==> src/rtl/wdt_pkg.sv <==
/*
  Constants, register map and types of the windowed watchdog timer.
  Assumes an 8-bit register port with a 4-bit address.
*/
package wdt_pkg;

  // Register port shape
  localparam int ADDR_W = 4;
  localparam int DATA_W = 8;

  // Register offsets
  localparam logic [3:0] ADDR_SERVICE  = 4'h0;
  localparam logic [3:0] ADDR_OPTION   = 4'h1;
  localparam logic [3:0] ADDR_STATUS   = 4'h2;
  localparam logic [3:0] ADDR_CLEAR    = 4'h3;
  localparam logic [3:0] ADDR_ENABLE   = 4'h4;
  localparam logic [3:0] ADDR_COUNT_LO = 4'h5;
  localparam logic [3:0] ADDR_COUNT_HI = 4'h6;

  // Service register values
  localparam logic [7:0] SERVICE_KEY   = 8'hac;
  localparam logic [7:0] READ_FRESH    = 8'h9a;
  localparam logic [7:0] READ_SERVICED = 8'h1a;
  localparam logic [7:0] READ_ZERO     = 8'h00;

  // Overflow period is 2^(OVF_BASE + overflow select) low-speed ticks
  localparam int OVF_BASE = 7;
  localparam int OVF_SEL_MAX = 7;

  // Window size select codes
  localparam logic [1:0] WIN_25  = 2'h0;
  localparam logic [1:0] WIN_50  = 2'h1;
  localparam logic [1:0] WIN_75  = 2'h2;
  localparam logic [1:0] WIN_100 = 2'h3;

  // Option byte layout, bit 0 is the standby-run select
  typedef struct packed {
    logic       interval_en;
    logic       window_size_select_hi;
    logic       window_size_select_lo;
    logic       wdt_on;
    logic [2:0] ovf_sel;
    logic       standby_run_select;
  } option_t;

  localparam option_t OPTION_RESET = option_t'(8'h00);

  // Status, clear and enable share this layout
  typedef struct packed {
    logic [5:0] unused;
    logic       serviced;
    logic       interval;
  } events_t;

  localparam events_t EVENTS_NONE = events_t'(8'h00);

  typedef enum logic [1:0] {
    ST_OFF   = 2'b00,
    ST_FIRST = 2'b01,
    ST_RUN   = 2'b10,
    ST_TRIP  = 2'b11
  } wdt_state_t;

endpackage

==> src/rtl/level_sync3.sv <==
/*
  Three-stage synchroniser for a level from another clock domain.
  Assumes the level changes slower than a few clock periods.
*/
`timescale 1ns/100ps
module level_sync3 (
  // Clock and reset
  input  wire logic clock,
  input  wire logic sys_rst,
  // Asynchronous input
  input  wire logic async_in,
  // Filtered level
  output logic      level
);

  logic stage1;
  logic stage2;
  logic stage3;
  logic next_level;

  ////////////////////////////////////////////////////////////////////////////
  // A change counts once the second and third stages agree
  always_comb begin
    next_level = level;
    if (stage2 == stage3) begin
      next_level = stage3;
    end
  end

  always_ff @(posedge clock) begin
    if (sys_rst) begin
      stage1 <= 1'b0;
      stage2 <= 1'b0;
      stage3 <= 1'b0;
      level  <= 1'b0;
    end else begin
      stage1 <= async_in;
      stage2 <= stage1;
      stage3 <= stage2;
      level  <= next_level;
    end
  end

endmodule

==> src/rtl/windowed_watchdog_timer.sv <==
/*
  Windowed watchdog timer counting on the low-speed oscillator clock.
  Assumes the CPU drives the register port on the system clock, that the
  internal reset output is fed back to sys_rst, and that the option byte
  is stable when sys_rst is released.
*/
//
// Summary of operation
// - Writing anything but the key to the service register trips reset.
// - A single-bit manipulation of the service register trips reset.
// - Service register reads give one of two fixed patterns, never the key.
// - First write after reset clears and restarts regardless of the window.
// - After a key clear, overflow may shift by up to one slow tick.
// - A key write is accepted up to the last count before overflow.
// - Counter overflow trips the internal reset.
// - Option byte bit 0 selects standby behaviour.
// - Standby-run select 0: counter held at zero in sleep, clears and resumes after.
// - Standby-run select 0 forces a full-period open window.
// - Counting never pauses for flash programming or emulation.
`timescale 1ns/100ps
module windowed_watchdog_timer #(
  parameter int CNT_W = 15
) (
  // Clock and reset
  input  wire logic                           clock,
  input  wire logic                           sys_rst,
  // Register port
  input  wire logic [wdt_pkg::ADDR_W-1:0]     reg_addr,
  input  wire logic [wdt_pkg::DATA_W-1:0]     reg_wdata,
  input  wire logic                           reg_write,
  input  wire logic                           reg_bit_op,
  input  wire logic                           reg_read,
  output logic      [wdt_pkg::DATA_W-1:0]     reg_rdata,
  // Device context
  input  wire logic [wdt_pkg::DATA_W-1:0]     option_byte,
  input  wire logic                           halt_mode,
  input  wire logic                           stop_mode,
  input  wire logic                           low_speed_osc_clock,
  // Outputs
  output logic                                internal_reset,
  output logic                                irq
);

  if (CNT_W < wdt_pkg::OVF_BASE + wdt_pkg::OVF_SEL_MAX + 1) begin : g_check
    $error("CNT_W too small for the longest overflow period");
  end
  if (CNT_W > 2 * wdt_pkg::DATA_W) begin : g_check_read
    $error("CNT_W too wide for the two count read bytes");
  end
  if (wdt_pkg::OVF_BASE < 2) begin : g_check_quarter
    $error("Overflow period too short for quarter window points");
  end

  ////////////////////////////////////////////////////////////////////////////
  // Low-speed clock tick

  logic slow_level;
  logic slow_prev;
  logic slow_tick;
  logic next_slow_prev;

  level_sync3 u_slow_sync (
    .clock    (clock),
    .sys_rst  (sys_rst),
    .async_in (low_speed_osc_clock),
    .level    (slow_level)
  );

  // Synchroniser latency lets a clear land up to one slow tick off
  always_comb begin
    next_slow_prev = slow_level;
    slow_tick      = slow_level & ~slow_prev;
  end

  always_ff @(posedge clock) begin
    if (sys_rst) begin
      slow_prev <= 1'b0;
    end else begin
      slow_prev <= next_slow_prev;
    end
  end

  ////////////////////////////////////////////////////////////////////////////
  // Option byte capture

  wdt_pkg::option_t option;
  wdt_pkg::option_t next_option;
  wdt_pkg::option_t option_in;
  logic             option_loaded;
  logic             next_option_loaded;
  logic             wdt_enabled;

  // The watchdog only starts when the option byte turns it on
  assign option_in   = wdt_pkg::option_t'(option_byte);
  assign wdt_enabled = option_in.wdt_on;

  always_comb begin
    next_option        = option;
    next_option_loaded = 1'b1;
    if (!option_loaded) begin
      next_option = option_in;
    end
  end

  always_ff @(posedge clock) begin
    if (sys_rst) begin
      option        <= wdt_pkg::OPTION_RESET;
      option_loaded <= 1'b0;
    end else begin
      option        <= next_option;
      option_loaded <= next_option_loaded;
    end
  end

  ////////////////////////////////////////////////////////////////////////////
  // Period, window and interval points

  logic [CNT_W:0]   period;
  logic [CNT_W-1:0] last_count;
  logic [CNT_W-1:0] open_from;
  logic [CNT_W-1:0] interval_point;
  logic [1:0]       window_sel;
  logic             window_open;
  logic             sleeping;
  logic             sleep_prev;
  logic             next_sleep_prev;
  logic             counting;

  always_comb begin
    period         = (CNT_W+1)'(1) << (wdt_pkg::OVF_BASE + int'(option.ovf_sel));
    last_count     = CNT_W'(period - (CNT_W+1)'(1));
    interval_point = CNT_W'(period - (period >> 2));
  end

  // Window start, forced open all period without standby running
  always_comb begin
    window_sel     = {option.window_size_select_hi, option.window_size_select_lo};
    if (!option.standby_run_select) begin
      window_sel = wdt_pkg::WIN_100;
    end
    unique case (window_sel)
      wdt_pkg::WIN_25:  open_from = CNT_W'(period - (period >> 2));
      wdt_pkg::WIN_50:  open_from = CNT_W'(period >> 1);
      wdt_pkg::WIN_75:  open_from = CNT_W'(period >> 2);
      wdt_pkg::WIN_100: open_from = '0;
    endcase
  end

  assign sleeping = halt_mode | stop_mode;
  // Flash self-programming has no input here: only sleep pauses the count
  assign counting = !(sleeping && !option.standby_run_select);

  always_comb begin
    next_sleep_prev = sleeping;
  end

  always_ff @(posedge clock) begin
    if (sys_rst) begin
      sleep_prev <= 1'b0;
    end else begin
      sleep_prev <= next_sleep_prev;
    end
  end

  ////////////////////////////////////////////////////////////////////////////
  // Service register decode

  logic svc_write;
  logic svc_illegal;
  logic svc_key;

  assign svc_write   = reg_write && (reg_addr == wdt_pkg::ADDR_SERVICE);
  assign svc_illegal = svc_write && (reg_bit_op || (reg_wdata != wdt_pkg::SERVICE_KEY));
  assign svc_key     = svc_write && !svc_illegal;

  ////////////////////////////////////////////////////////////////////////////
  // Interrupt register writes

  logic clear_write;
  logic enable_write;

  assign clear_write  = reg_write && (reg_addr == wdt_pkg::ADDR_CLEAR);
  assign enable_write = reg_write && (reg_addr == wdt_pkg::ADDR_ENABLE);

  ////////////////////////////////////////////////////////////////////////////
  // Watchdog state and counter

  wdt_pkg::wdt_state_t state;
  wdt_pkg::wdt_state_t next_state;
  logic [CNT_W-1:0]    count;
  logic [CNT_W-1:0]    next_count;
  logic                first_done;
  logic                next_first_done;
  logic                next_internal_reset;
  logic                ev_interval;
  logic                ev_serviced;

  assign window_open = (count >= open_from);

  always_comb begin
    next_state      = state;
    next_count      = count;
    next_first_done = first_done;
    ev_interval     = 1'b0;
    ev_serviced     = 1'b0;
    unique case (state)
      wdt_pkg::ST_OFF: begin
        if (svc_illegal) begin
          next_state = wdt_pkg::ST_TRIP;
        end else if (!option_loaded && wdt_enabled) begin
          next_state = wdt_pkg::ST_FIRST;
        end
      end
      wdt_pkg::ST_FIRST, wdt_pkg::ST_RUN: begin
        if (svc_illegal) begin
          next_state = wdt_pkg::ST_TRIP;
        end else if (svc_key && state == wdt_pkg::ST_FIRST) begin
          // First key after reset is taken at any count
          next_count      = '0;
          next_first_done = 1'b1;
          next_state      = wdt_pkg::ST_RUN;
          ev_serviced     = 1'b1;
        end else if (svc_key && !window_open) begin
          next_state = wdt_pkg::ST_TRIP;
        end else if (svc_key) begin
          next_count      = '0;
          next_first_done = 1'b1;
          ev_serviced     = 1'b1;
        end else if (!counting) begin
          next_count = '0;
        end else if (sleep_prev && !option.standby_run_select) begin
          next_count = '0;
        end else if (slow_tick) begin
          if (count == last_count) begin
            next_state = wdt_pkg::ST_TRIP;
          end else begin
            next_count  = count + CNT_W'(1);
            ev_interval = option.interval_en && (next_count == interval_point);
          end
        end
      end
      wdt_pkg::ST_TRIP: begin
        // Tripped: held until sys_rst
        next_state = wdt_pkg::ST_TRIP;
      end
    endcase
    next_internal_reset = (next_state == wdt_pkg::ST_TRIP);
  end

  always_ff @(posedge clock) begin
    if (sys_rst) begin
      state          <= wdt_pkg::ST_OFF;
      count          <= '0;
      first_done     <= 1'b0;
      internal_reset <= 1'b0;
    end else begin
      state          <= next_state;
      count          <= next_count;
      first_done     <= next_first_done;
      internal_reset <= next_internal_reset;
    end
  end

  ////////////////////////////////////////////////////////////////////////////
  // Interrupt status, enable and output

  wdt_pkg::events_t status;
  wdt_pkg::events_t next_status;
  wdt_pkg::events_t enable;
  wdt_pkg::events_t next_enable;
  wdt_pkg::events_t clear_mask;
  wdt_pkg::events_t set_mask;
  logic             next_irq;

  always_comb begin
    next_enable = enable;
    if (enable_write) begin
      next_enable        = wdt_pkg::events_t'(reg_wdata);
      next_enable.unused = '0;
    end
  end

  always_ff @(posedge clock) begin
    if (sys_rst) begin
      enable <= wdt_pkg::EVENTS_NONE;
    end else begin
      enable <= next_enable;
    end
  end

  always_comb begin
    clear_mask = wdt_pkg::EVENTS_NONE;
    set_mask   = wdt_pkg::EVENTS_NONE;
    if (clear_write) begin
      clear_mask = wdt_pkg::events_t'(reg_wdata);
    end
    set_mask.interval = ev_interval;
    set_mask.serviced = ev_serviced;
    // A set in the clearing cycle wins
    next_status        = (status & ~clear_mask) | set_mask;
    next_status.unused = '0;
    next_irq           = |(next_status & next_enable);
  end

  always_ff @(posedge clock) begin
    if (sys_rst) begin
      status <= wdt_pkg::EVENTS_NONE;
      irq    <= 1'b0;
    end else begin
      status <= next_status;
      irq    <= next_irq;
    end
  end

  ////////////////////////////////////////////////////////////////////////////
  // Read data, one cycle after the read strobe

  logic [wdt_pkg::DATA_W-1:0] next_rdata;
  logic [2*wdt_pkg::DATA_W-1:0] count_wide;

  assign count_wide = (2*wdt_pkg::DATA_W)'(count);

  always_comb begin
    next_rdata = wdt_pkg::READ_ZERO;
    if (reg_read) begin
      unique case (reg_addr)
        wdt_pkg::ADDR_SERVICE:
          next_rdata = first_done ? wdt_pkg::READ_SERVICED : wdt_pkg::READ_FRESH;
        wdt_pkg::ADDR_OPTION:   next_rdata = option;
        wdt_pkg::ADDR_STATUS:   next_rdata = status;
        wdt_pkg::ADDR_CLEAR:    next_rdata = wdt_pkg::READ_ZERO;
        wdt_pkg::ADDR_ENABLE:   next_rdata = enable;
        wdt_pkg::ADDR_COUNT_LO: next_rdata = count_wide[wdt_pkg::DATA_W-1:0];
        wdt_pkg::ADDR_COUNT_HI: next_rdata = count_wide[2*wdt_pkg::DATA_W-1:wdt_pkg::DATA_W];
        default:                next_rdata = wdt_pkg::READ_ZERO;
      endcase
    end
  end

  always_ff @(posedge clock) begin
    if (sys_rst) begin
      reg_rdata <= wdt_pkg::READ_ZERO;
    end else begin
      reg_rdata <= next_rdata;
    end
  end

endmodule
==> config.mk <==
export PLATFORM = sky130hd
export DESIGN_NAME = windowed_watchdog_timer
export DESIGN_NICKNAME = d
export VERILOG_FILES = /design/src/rtl/wdt_pkg.sv /design/src/rtl/level_sync3.sv /design/src/rtl/windowed_watchdog_timer.sv
export SDC_FILE = /design/constraint.sdc
export NUM_CORES = 1
export LEC_CHECK = 0
export ABC_CLOCK_PERIOD_IN_PS = 4600
export BUFFER_PORTS_ARGS = -buffer_cell sky130_fd_sc_hd__buf_2
export CAP_MARGIN = 20
export CORE_MARGIN = 2
export CORE_UTILIZATION = 53
export DETAILED_ROUTE_END_ITERATION = 8
export GPL_TIMING_DRIVEN = 1
export PLACE_DENSITY = 0.75
export SLEW_MARGIN = 25
export SYNTH_ARGS = -nofsm -noshare
export SYNTH_HDL_FRONTEND = slang
export SYNTH_SLANG_ARGS = --single-unit
==> constraint.sdc <==
create_clock -name clock -period 4.6 [get_ports clock]
set_input_delay 0.23 -clock clock [delete_from_list [all_inputs] [get_ports clock]]
set_output_delay 0.23 -clock clock [all_outputs]
set_load 0.01 [all_outputs]
* Yosys cells after proc, flatten, opt, wreduce, memory -nomap -nowiden *
Index checks and enable logic that the tools add are counted.

storage, ports and cells
  input bits = 28
  output and inout port bits = 10
  logic and storage cells = 126
  bits in registers = 53

operators by class
  bitwise gates (word level) = 9
  $lt $le $gt $ge = 1
  reductions and logical operators = 26
  add/sub/neg operators = 4
  mux-type cells = 42
  eq/ne operators = 19
  shift-type cells = 1

operator list
  operator                                                               number
  15-bit 2-to-1 mux                                                      7
  15-bit case mux with 4 select lines                                    1
  8-bit case mux with 6 select lines                                     1
  15-bit == test                                                         2
  2-bit 2-to-1 mux                                                       12
  1-bit 2-to-1 mux                                                       18
  8-bit 2-to-1 mux                                                       2
  1-bit by 4-bit left shift with 16-bit output (first input constant)    1
  15-bit by 1-bit adder with 15-bit output (second input constant)       1
  15-bit greater-or-equal comparator                                     1
  15-bit by 1-bit subtractor with 15-bit output (second input constant)  1
  15-bit by 14-bit subtractor with 15-bit output                         1
  4-bit by 3-bit == test with 1-bit output (second input constant)       3
  1-bit logical AND                                                      11
  2-bit == test (second input constant)                                  5
  2-bit by 8-bit bitwise AND with 8-bit output                           1
  4-bit by 2-bit == test with 1-bit output (second input constant)       2
  8-bit != test (second input constant)                                  1
  8-bit OR reduction                                                     1
  2-bit case mux with 3 select lines                                     1
  5-bit != test (second input constant)                                  1
  5-bit AND reduction                                                    1
  5-bit nonzero test                                                     1
  3-bit by 3-bit adder with 4-bit output (first input constant)          1
  other kinds (17)                                                       25

* Logic depth before layout (Yosys ltp) *
  depth in word-level cells = 17
  gate-level depth with buffers = 22
  depth with buffers taken out = 20

* Cells and area by module *
Synthesis repeated with hierarchy kept, for this count alone.

unflattened totals
  cells, all modules = 584
  area total of the unflattened synthesis = 4,474.3 um^2

modules (own cells, without submodules)
  module                   area an instance (um^2)  cells an instance  sequential area each (um^2)  times used
  windowed_watchdog_timer  4,361.7                  574                860.8                        1
  level_sync3              112.6                    10                 80.1                         1

* Worst setup path before layout *
OpenSTA, ideal clock, no wires.

  path kind = register to register
  start point = register option[3] in the netlist's numbering
  end point = register count[0]
  stages on the path, launching flop included = 22
  buffers on the path = 3
  data required time = 4,542 ps
  setup time = 58 ps
  path slack = 182 ps
  arrival time = 4,360 ps
  period minus slack after synthesis = 4,418 ps
  cells stage by stage = dfxtp_1 buf_2 buf_1 nor3b_2 ha_1 nor2b_1 nor4_1 nor3_1 o21ai_1 a21oi_1 or3_1 a31oi_1 nand3b_1 ha_1 a21o_1 a21oi_1 nand3b_1 a21oi_1 o211ai_1 a21oi_1 buf_2 mux2_2

on the way
  longest elaborated chain between the ends = 9
  elaborated cells on any way between the ends = 12
  classes of those cells = add/sub (3); order compare (1); eq/ne (3); shift (1); mux (1); reduce/logical (3)

ends and longest elaborated chain
  what                                              line                            text
  from (decl)                                       windowed_watchdog_timer.sv:86   wdt_pkg::option_t option;
  from (signal assigned)                            windowed_watchdog_timer.sv:107  option <= wdt_pkg::OPTION_RESET;
  from (signal assigned)                            windowed_watchdog_timer.sv:110  option <= next_option;
  3-bit by 3-bit adder with 4-bit output (*)        windowed_watchdog_timer.sv:130  period = (CNT_W+1)'(1) << (wdt_pkg::OVF_BASE + int'(option.ovf_sel));
  1-bit by 4-bit left shift with 16-bit output (*)  windowed_watchdog_timer.sv:130
  15-bit by 14-bit subtractor with 15-bit output    windowed_watchdog_timer.sv:142  wdt_pkg::WIN_25: open_from = CNT_W'(period - (period >> 2));
  15-bit case mux with 4 select lines               windowed_watchdog_timer.sv:141  unique case (window_sel)
  15-bit greater-or-equal comparator                windowed_watchdog_timer.sv:198  assign window_open = (count >= open_from);
  1-bit zero test                                   windowed_watchdog_timer.sv:223  end else if (svc_key && !window_open) begin
  1-bit logical AND                                 windowed_watchdog_timer.sv:223
  2-bit != test (no source line)                    -
  5-bit AND reduction (no source line) (*)          -
  to (signal assigned)                              windowed_watchdog_timer.sv:258  count <= next_count;
  to (decl)                                         windowed_watchdog_timer.sv:190  logic [CNT_W-1:0] count;

Every way passes the cells marked *; elsewhere a longest branch is shown, timed or not.
A chain may end at the register's enable or synchronous reset.

* Worst setup path after layout *
  start point = register option[1] in the netlist's numbering
  end point = register internal_reset

on the way
  longest elaborated chain between the ends = 14
  elaborated cells on any way between the ends = 19
  classes of those cells = add/sub (3); order compare (1); eq/ne (2); shift (1); mux (10); reduce/logical (2)

ends and longest elaborated chain
  what                                                                                                    line                            text
  3-bit by 3-bit adder with 4-bit output (*)                                                              windowed_watchdog_timer.sv:130
  1-bit by 4-bit left shift with 16-bit output (*)                                                        windowed_watchdog_timer.sv:130
  parallel branches: the longest is 7 deep, another holds 15-bit by 14-bit subtractor with 15-bit output  -
  2-bit 2-to-1 mux (*)                                                                                    windowed_watchdog_timer.sv:223
  2-bit 2-to-1 mux (*)                                                                                    windowed_watchdog_timer.sv:217  end else if (svc_key && state == wdt_pkg::ST_FIRST) begin
  2-bit 2-to-1 mux (*)                                                                                    windowed_watchdog_timer.sv:215  if (svc_illegal) begin
  2-bit case mux with 3 select lines (*)                                                                  windowed_watchdog_timer.sv:206  unique case (state)
  2-bit == test (*)                                                                                       windowed_watchdog_timer.sv:247  next_internal_reset = (next_state == wdt_pkg::ST_TRIP);
  to (signal assigned)                                                                                    windowed_watchdog_timer.sv:260  internal_reset <= next_internal_reset;
  to (decl)                                                                                               windowed_watchdog_timer.sv:40   output logic internal_reset,

Mark *: on every way between the ends.

==> impl_metrics.env <==
export IMPL_worst_r2r_setup_slack_ns=0.21
export IMPL_htree_levels=2
export IMPL_start_util_pct=54.98
export IMPL_hold_viol=0
export IMPL_slew_viol_final=0
export IMPL_synth_simple_area_share_pct=28.85
export IMPL_worst_pin_slew_ns=0.6623
export IMPL_antenna_found_initial=0
export IMPL_synth_top_family_by_area="simple AND/OR/NAND/NOR gates"
export IMPL_worstSetupStartpointType="register"
export IMPL_setup_viol_count_final=0
export IMPL_ys_ff_latch=47
export IMPL_yosysTopAreaCellShare_pct=20.62
export IMPL_final_util_pct=60.32
export IMPL_clock_root_buffer="clkbuf_8"
export IMPL_grt_ovfl_total=0
export IMPL_die_height_um=96.79
export IMPL_yosysTopAreaCell="dfxtp_1"
export IMPL_routabilityCongestion=0.9607
export IMPL_ios=38
export IMPL_synth_seq_area_share_pct=20.62
export IMPL_cts_tree="done"
export IMPL_area_growth_syn_to_layout_pct=9.707
export IMPL_r2r_start="option[1]"
export IMPL_yosysWarnings=0
export IMPL_numCtsBuffers=5
export IMPL_synth_mux_area_share_pct=3.811
export IMPL_placed_cell_area_um2=4875
export IMPL_wl_um=12800
export IMPL_drtPass1Iterations=5
export IMPL_ant_nets=0
export IMPL_nets=692
export IMPL_max_slew_margin_rel_pct=55.53
export IMPL_rr_endpoint="internal_reset"
export IMPL_wl_per_cell_um=17.34
export IMPL_die_area_um2=9368
export IMPL_clk_pin_slew_ns=0.11
export IMPL_num_vias=4610
export IMPL_crit_fanout=10
export IMPL_peakVddDrop_v=0.0002310
export IMPL_pwr_share_comb_pct=41.6
export IMPL_fin_area_um2=5006
export IMPL_holdBufCountCts=0
export IMPL_worstHoldPathCells=2
export IMPL_drc_errors=0
export IMPL_nFillCells=772
export IMPL_fin_crit_sh_pct=95.34
export IMPL_antennaDiodeCount=0
export IMPL_switchingPower_uw=486.6
export IMPL_async_reset_ff_share_pct=0
export IMPL_p_seq_share_pct=36.0
export IMPL_swShare_pct=38.98
export IMPL_num_rows=33
export IMPL_viasPerCell=6.247
export IMPL_critPathArrivalTime_ns=4.63
export IMPL_synthFlopType="dfxtp_1"
export IMPL_power_leakage_uw=0.002145
export IMPL_r2r_cells=20
export IMPL_synth_avg_cell_area_um2=7.631
export IMPL_critPathKind="register to register"
export IMPL_worst_slack_ns=0.2144
export IMPL_min_delay_worst_endpoint="u_slow_sync.stage1"
export IMPL_place_ws_ns=0.2081
export IMPL_intPower_uw=761.8
export IMPL_grt_pass1_wl_um=21360
export IMPL_clock_sinks=47
export IMPL_max_freq_mhz=228.0
export IMPL_synth_top_cells_by_area="dfxtp_1 21%, ha_1 8.5%, xnor2_1 5.0%"
export IMPL_maxCapViolCount=0
export IMPL_worstSetupStartpoint="option[1]"
export IMPL_core_um2=8299
export IMPL_synth_compound_area_share_pct=23.22
export IMPL_drt_initial_drc_count=393
export IMPL_grt_pass1_vias=4328
export IMPL_min_period_ns=4.386
export IMPL_hold_start="low_speed_osc_clock"
export IMPL_cp_end_kind="register"
export IMPL_multi_input_area_um2=3393
export IMPL_syn_area_um2=4563
export IMPL_grt_max_degree=29
export IMPL_ff_latch_area_um2=944.7
export IMPL_synth_edf_count=0
export IMPL_synth_top_cells_by_count="56 x nor2_1, 47 x dfxtp_1, 45 x nand2_1"
export IMPL_power_density_nw_per_um2=249.4
export IMPL_critical_path_required_ns=4.84
export IMPL_port_buffers=37
export IMPL_status="finished clean"
export IMPL_clock_latency_ns=0.31
export IMPL_synthAdderAreaFrac_pct=9.158
export IMPL_post_dp_hpwl_um=9890
export IMPL_synth_most_common_cell="nor2_1"
export IMPL_fin_skew_ns=0.01270
export IMPL_hold_class="input port to register"
export IMPL_clockBufferDepth=2
export IMPL_netlist_cell_type_count=83
export IMPL_synth_xor_area_share_pct=7.321
export IMPL_grt_usage_pct=27.04
export IMPL_die_width_um=96.79
export IMPL_drive_gt1_share_pct=15.80
export IMPL_synthCells=598
export IMPL_p_clk_share_pct=22.4
per-layer routing:
| metal | global-route usage [%] | part of all wire, % |
|---|---|---|
| met5 | 0 | 0 |
| met4 | 5.525 | 1.3 |
| met3 | 5.130 | 8.3 |
| met2 | 42.95 | 44 |
| met1 | 38.35 | 47 |
registers in the layout, indices dropped and copies added, names as in the netlist, 2 cells and up:
signal,count
option,8
enable,2
count,15
reg_rdata,8
status,2
state,2
area by class of cell:
class,count,area share (%)
multi-input combinational,495,67.78
sequential,47,18.87
timing repair buffer,59,6.998
tap,105,2.624
inverter,24,1.800
clock buffer,5,1.375
clock inverter,3,0.5499
placed cells by master, fill, tap and decap left out, drive strengths merged, types with 5 or more instances in the layout:
cell type and count:
ha 31, nand4 12, nor4 5, inv 26
a21oi 32, nand2 45, and3 15, nor3 17
o21ai 23, o31ai 5, xor2 7, buf 59
a21o 9, or3 6, a31oi 11, nor3b 7
a221o 9, a22oi 5, a211oi 8, dfxtp 47
clkbuf 5, o211ai 5, o22ai 6, nor2b 20
nand3 24, nand2b 6, or2 6, mux2i 14
conb 16, xnor2 26, o21a 6, nor2 56
power groups by stage:
stage | registers [uW] | clock network, uW | logic [uW]
final | 450 | 279 | 520
after detailed placement | 458 | 0 | 491
after global placement | 457 | 0 | 478
after CTS | 448 | 284 | 494
after floorplan | 445 | 0 | 382
after global routing | 452 | 305 | 572
worst max path at each step:
stage	to	cells after the start
2_1_floorplan	count[0]	21
3_3_place_gp	count[11]	18
3_5_place_dp	internal_reset	18
4_1_cts	internal_reset	19
5_1_grt	count[11]	19
6_report	internal_reset	20
worst max-delay path, cell delays in order, from the launching register on:
cell	delay [ns]
dfxtp_2	0.37
buf_4	0.17
or3_1	0.35
ha_1	0.33
o21ai_0	0.22
or3_1	0.14
a21oi_1	0.05
o21ai_1	0.23
a21oi_1	0.12
or3_1	0.32
a31oi_1	0.23
nand3b_1	0.15
ha_1	0.25
a21o_1	0.16
a21oi_1	0.19
nand3b_1	0.11
a21oi_2	0.15
buf_4	0.14
o21ai_0	0.09
a311o_1	0.41
nor2b_1	0.12
stage by stage:
stage	instances	hold WS (ns)	power, uW	TNS [ns]
after CTS	738	0.1293	1226	0
final	738	0.1345	1248	0
after global routing	738	0.1493	1329	-0.01975
after global placement	730	0.4247	934.4	0
after detailed placement	730	0.4294	948.3	0
after floorplan	612	0.3458	827.6	0
repair_timing:
action / CTS / global route
endpoints found under the setup margin: 0 / 18
setup buffers: 0 / 0
resized for setup: 0 / 12
logic make-up after synthesis:
family | count (synthesis)
AOI/OAI and AO/OA | 152
xor gates and xnor gates | 35
adders and majority gates | 33
buffers and inverters | 70
DFF | 47
muxes | 17
other | 2
and+or+nand+nor | 242
Power figures use the tool's default switching activity.
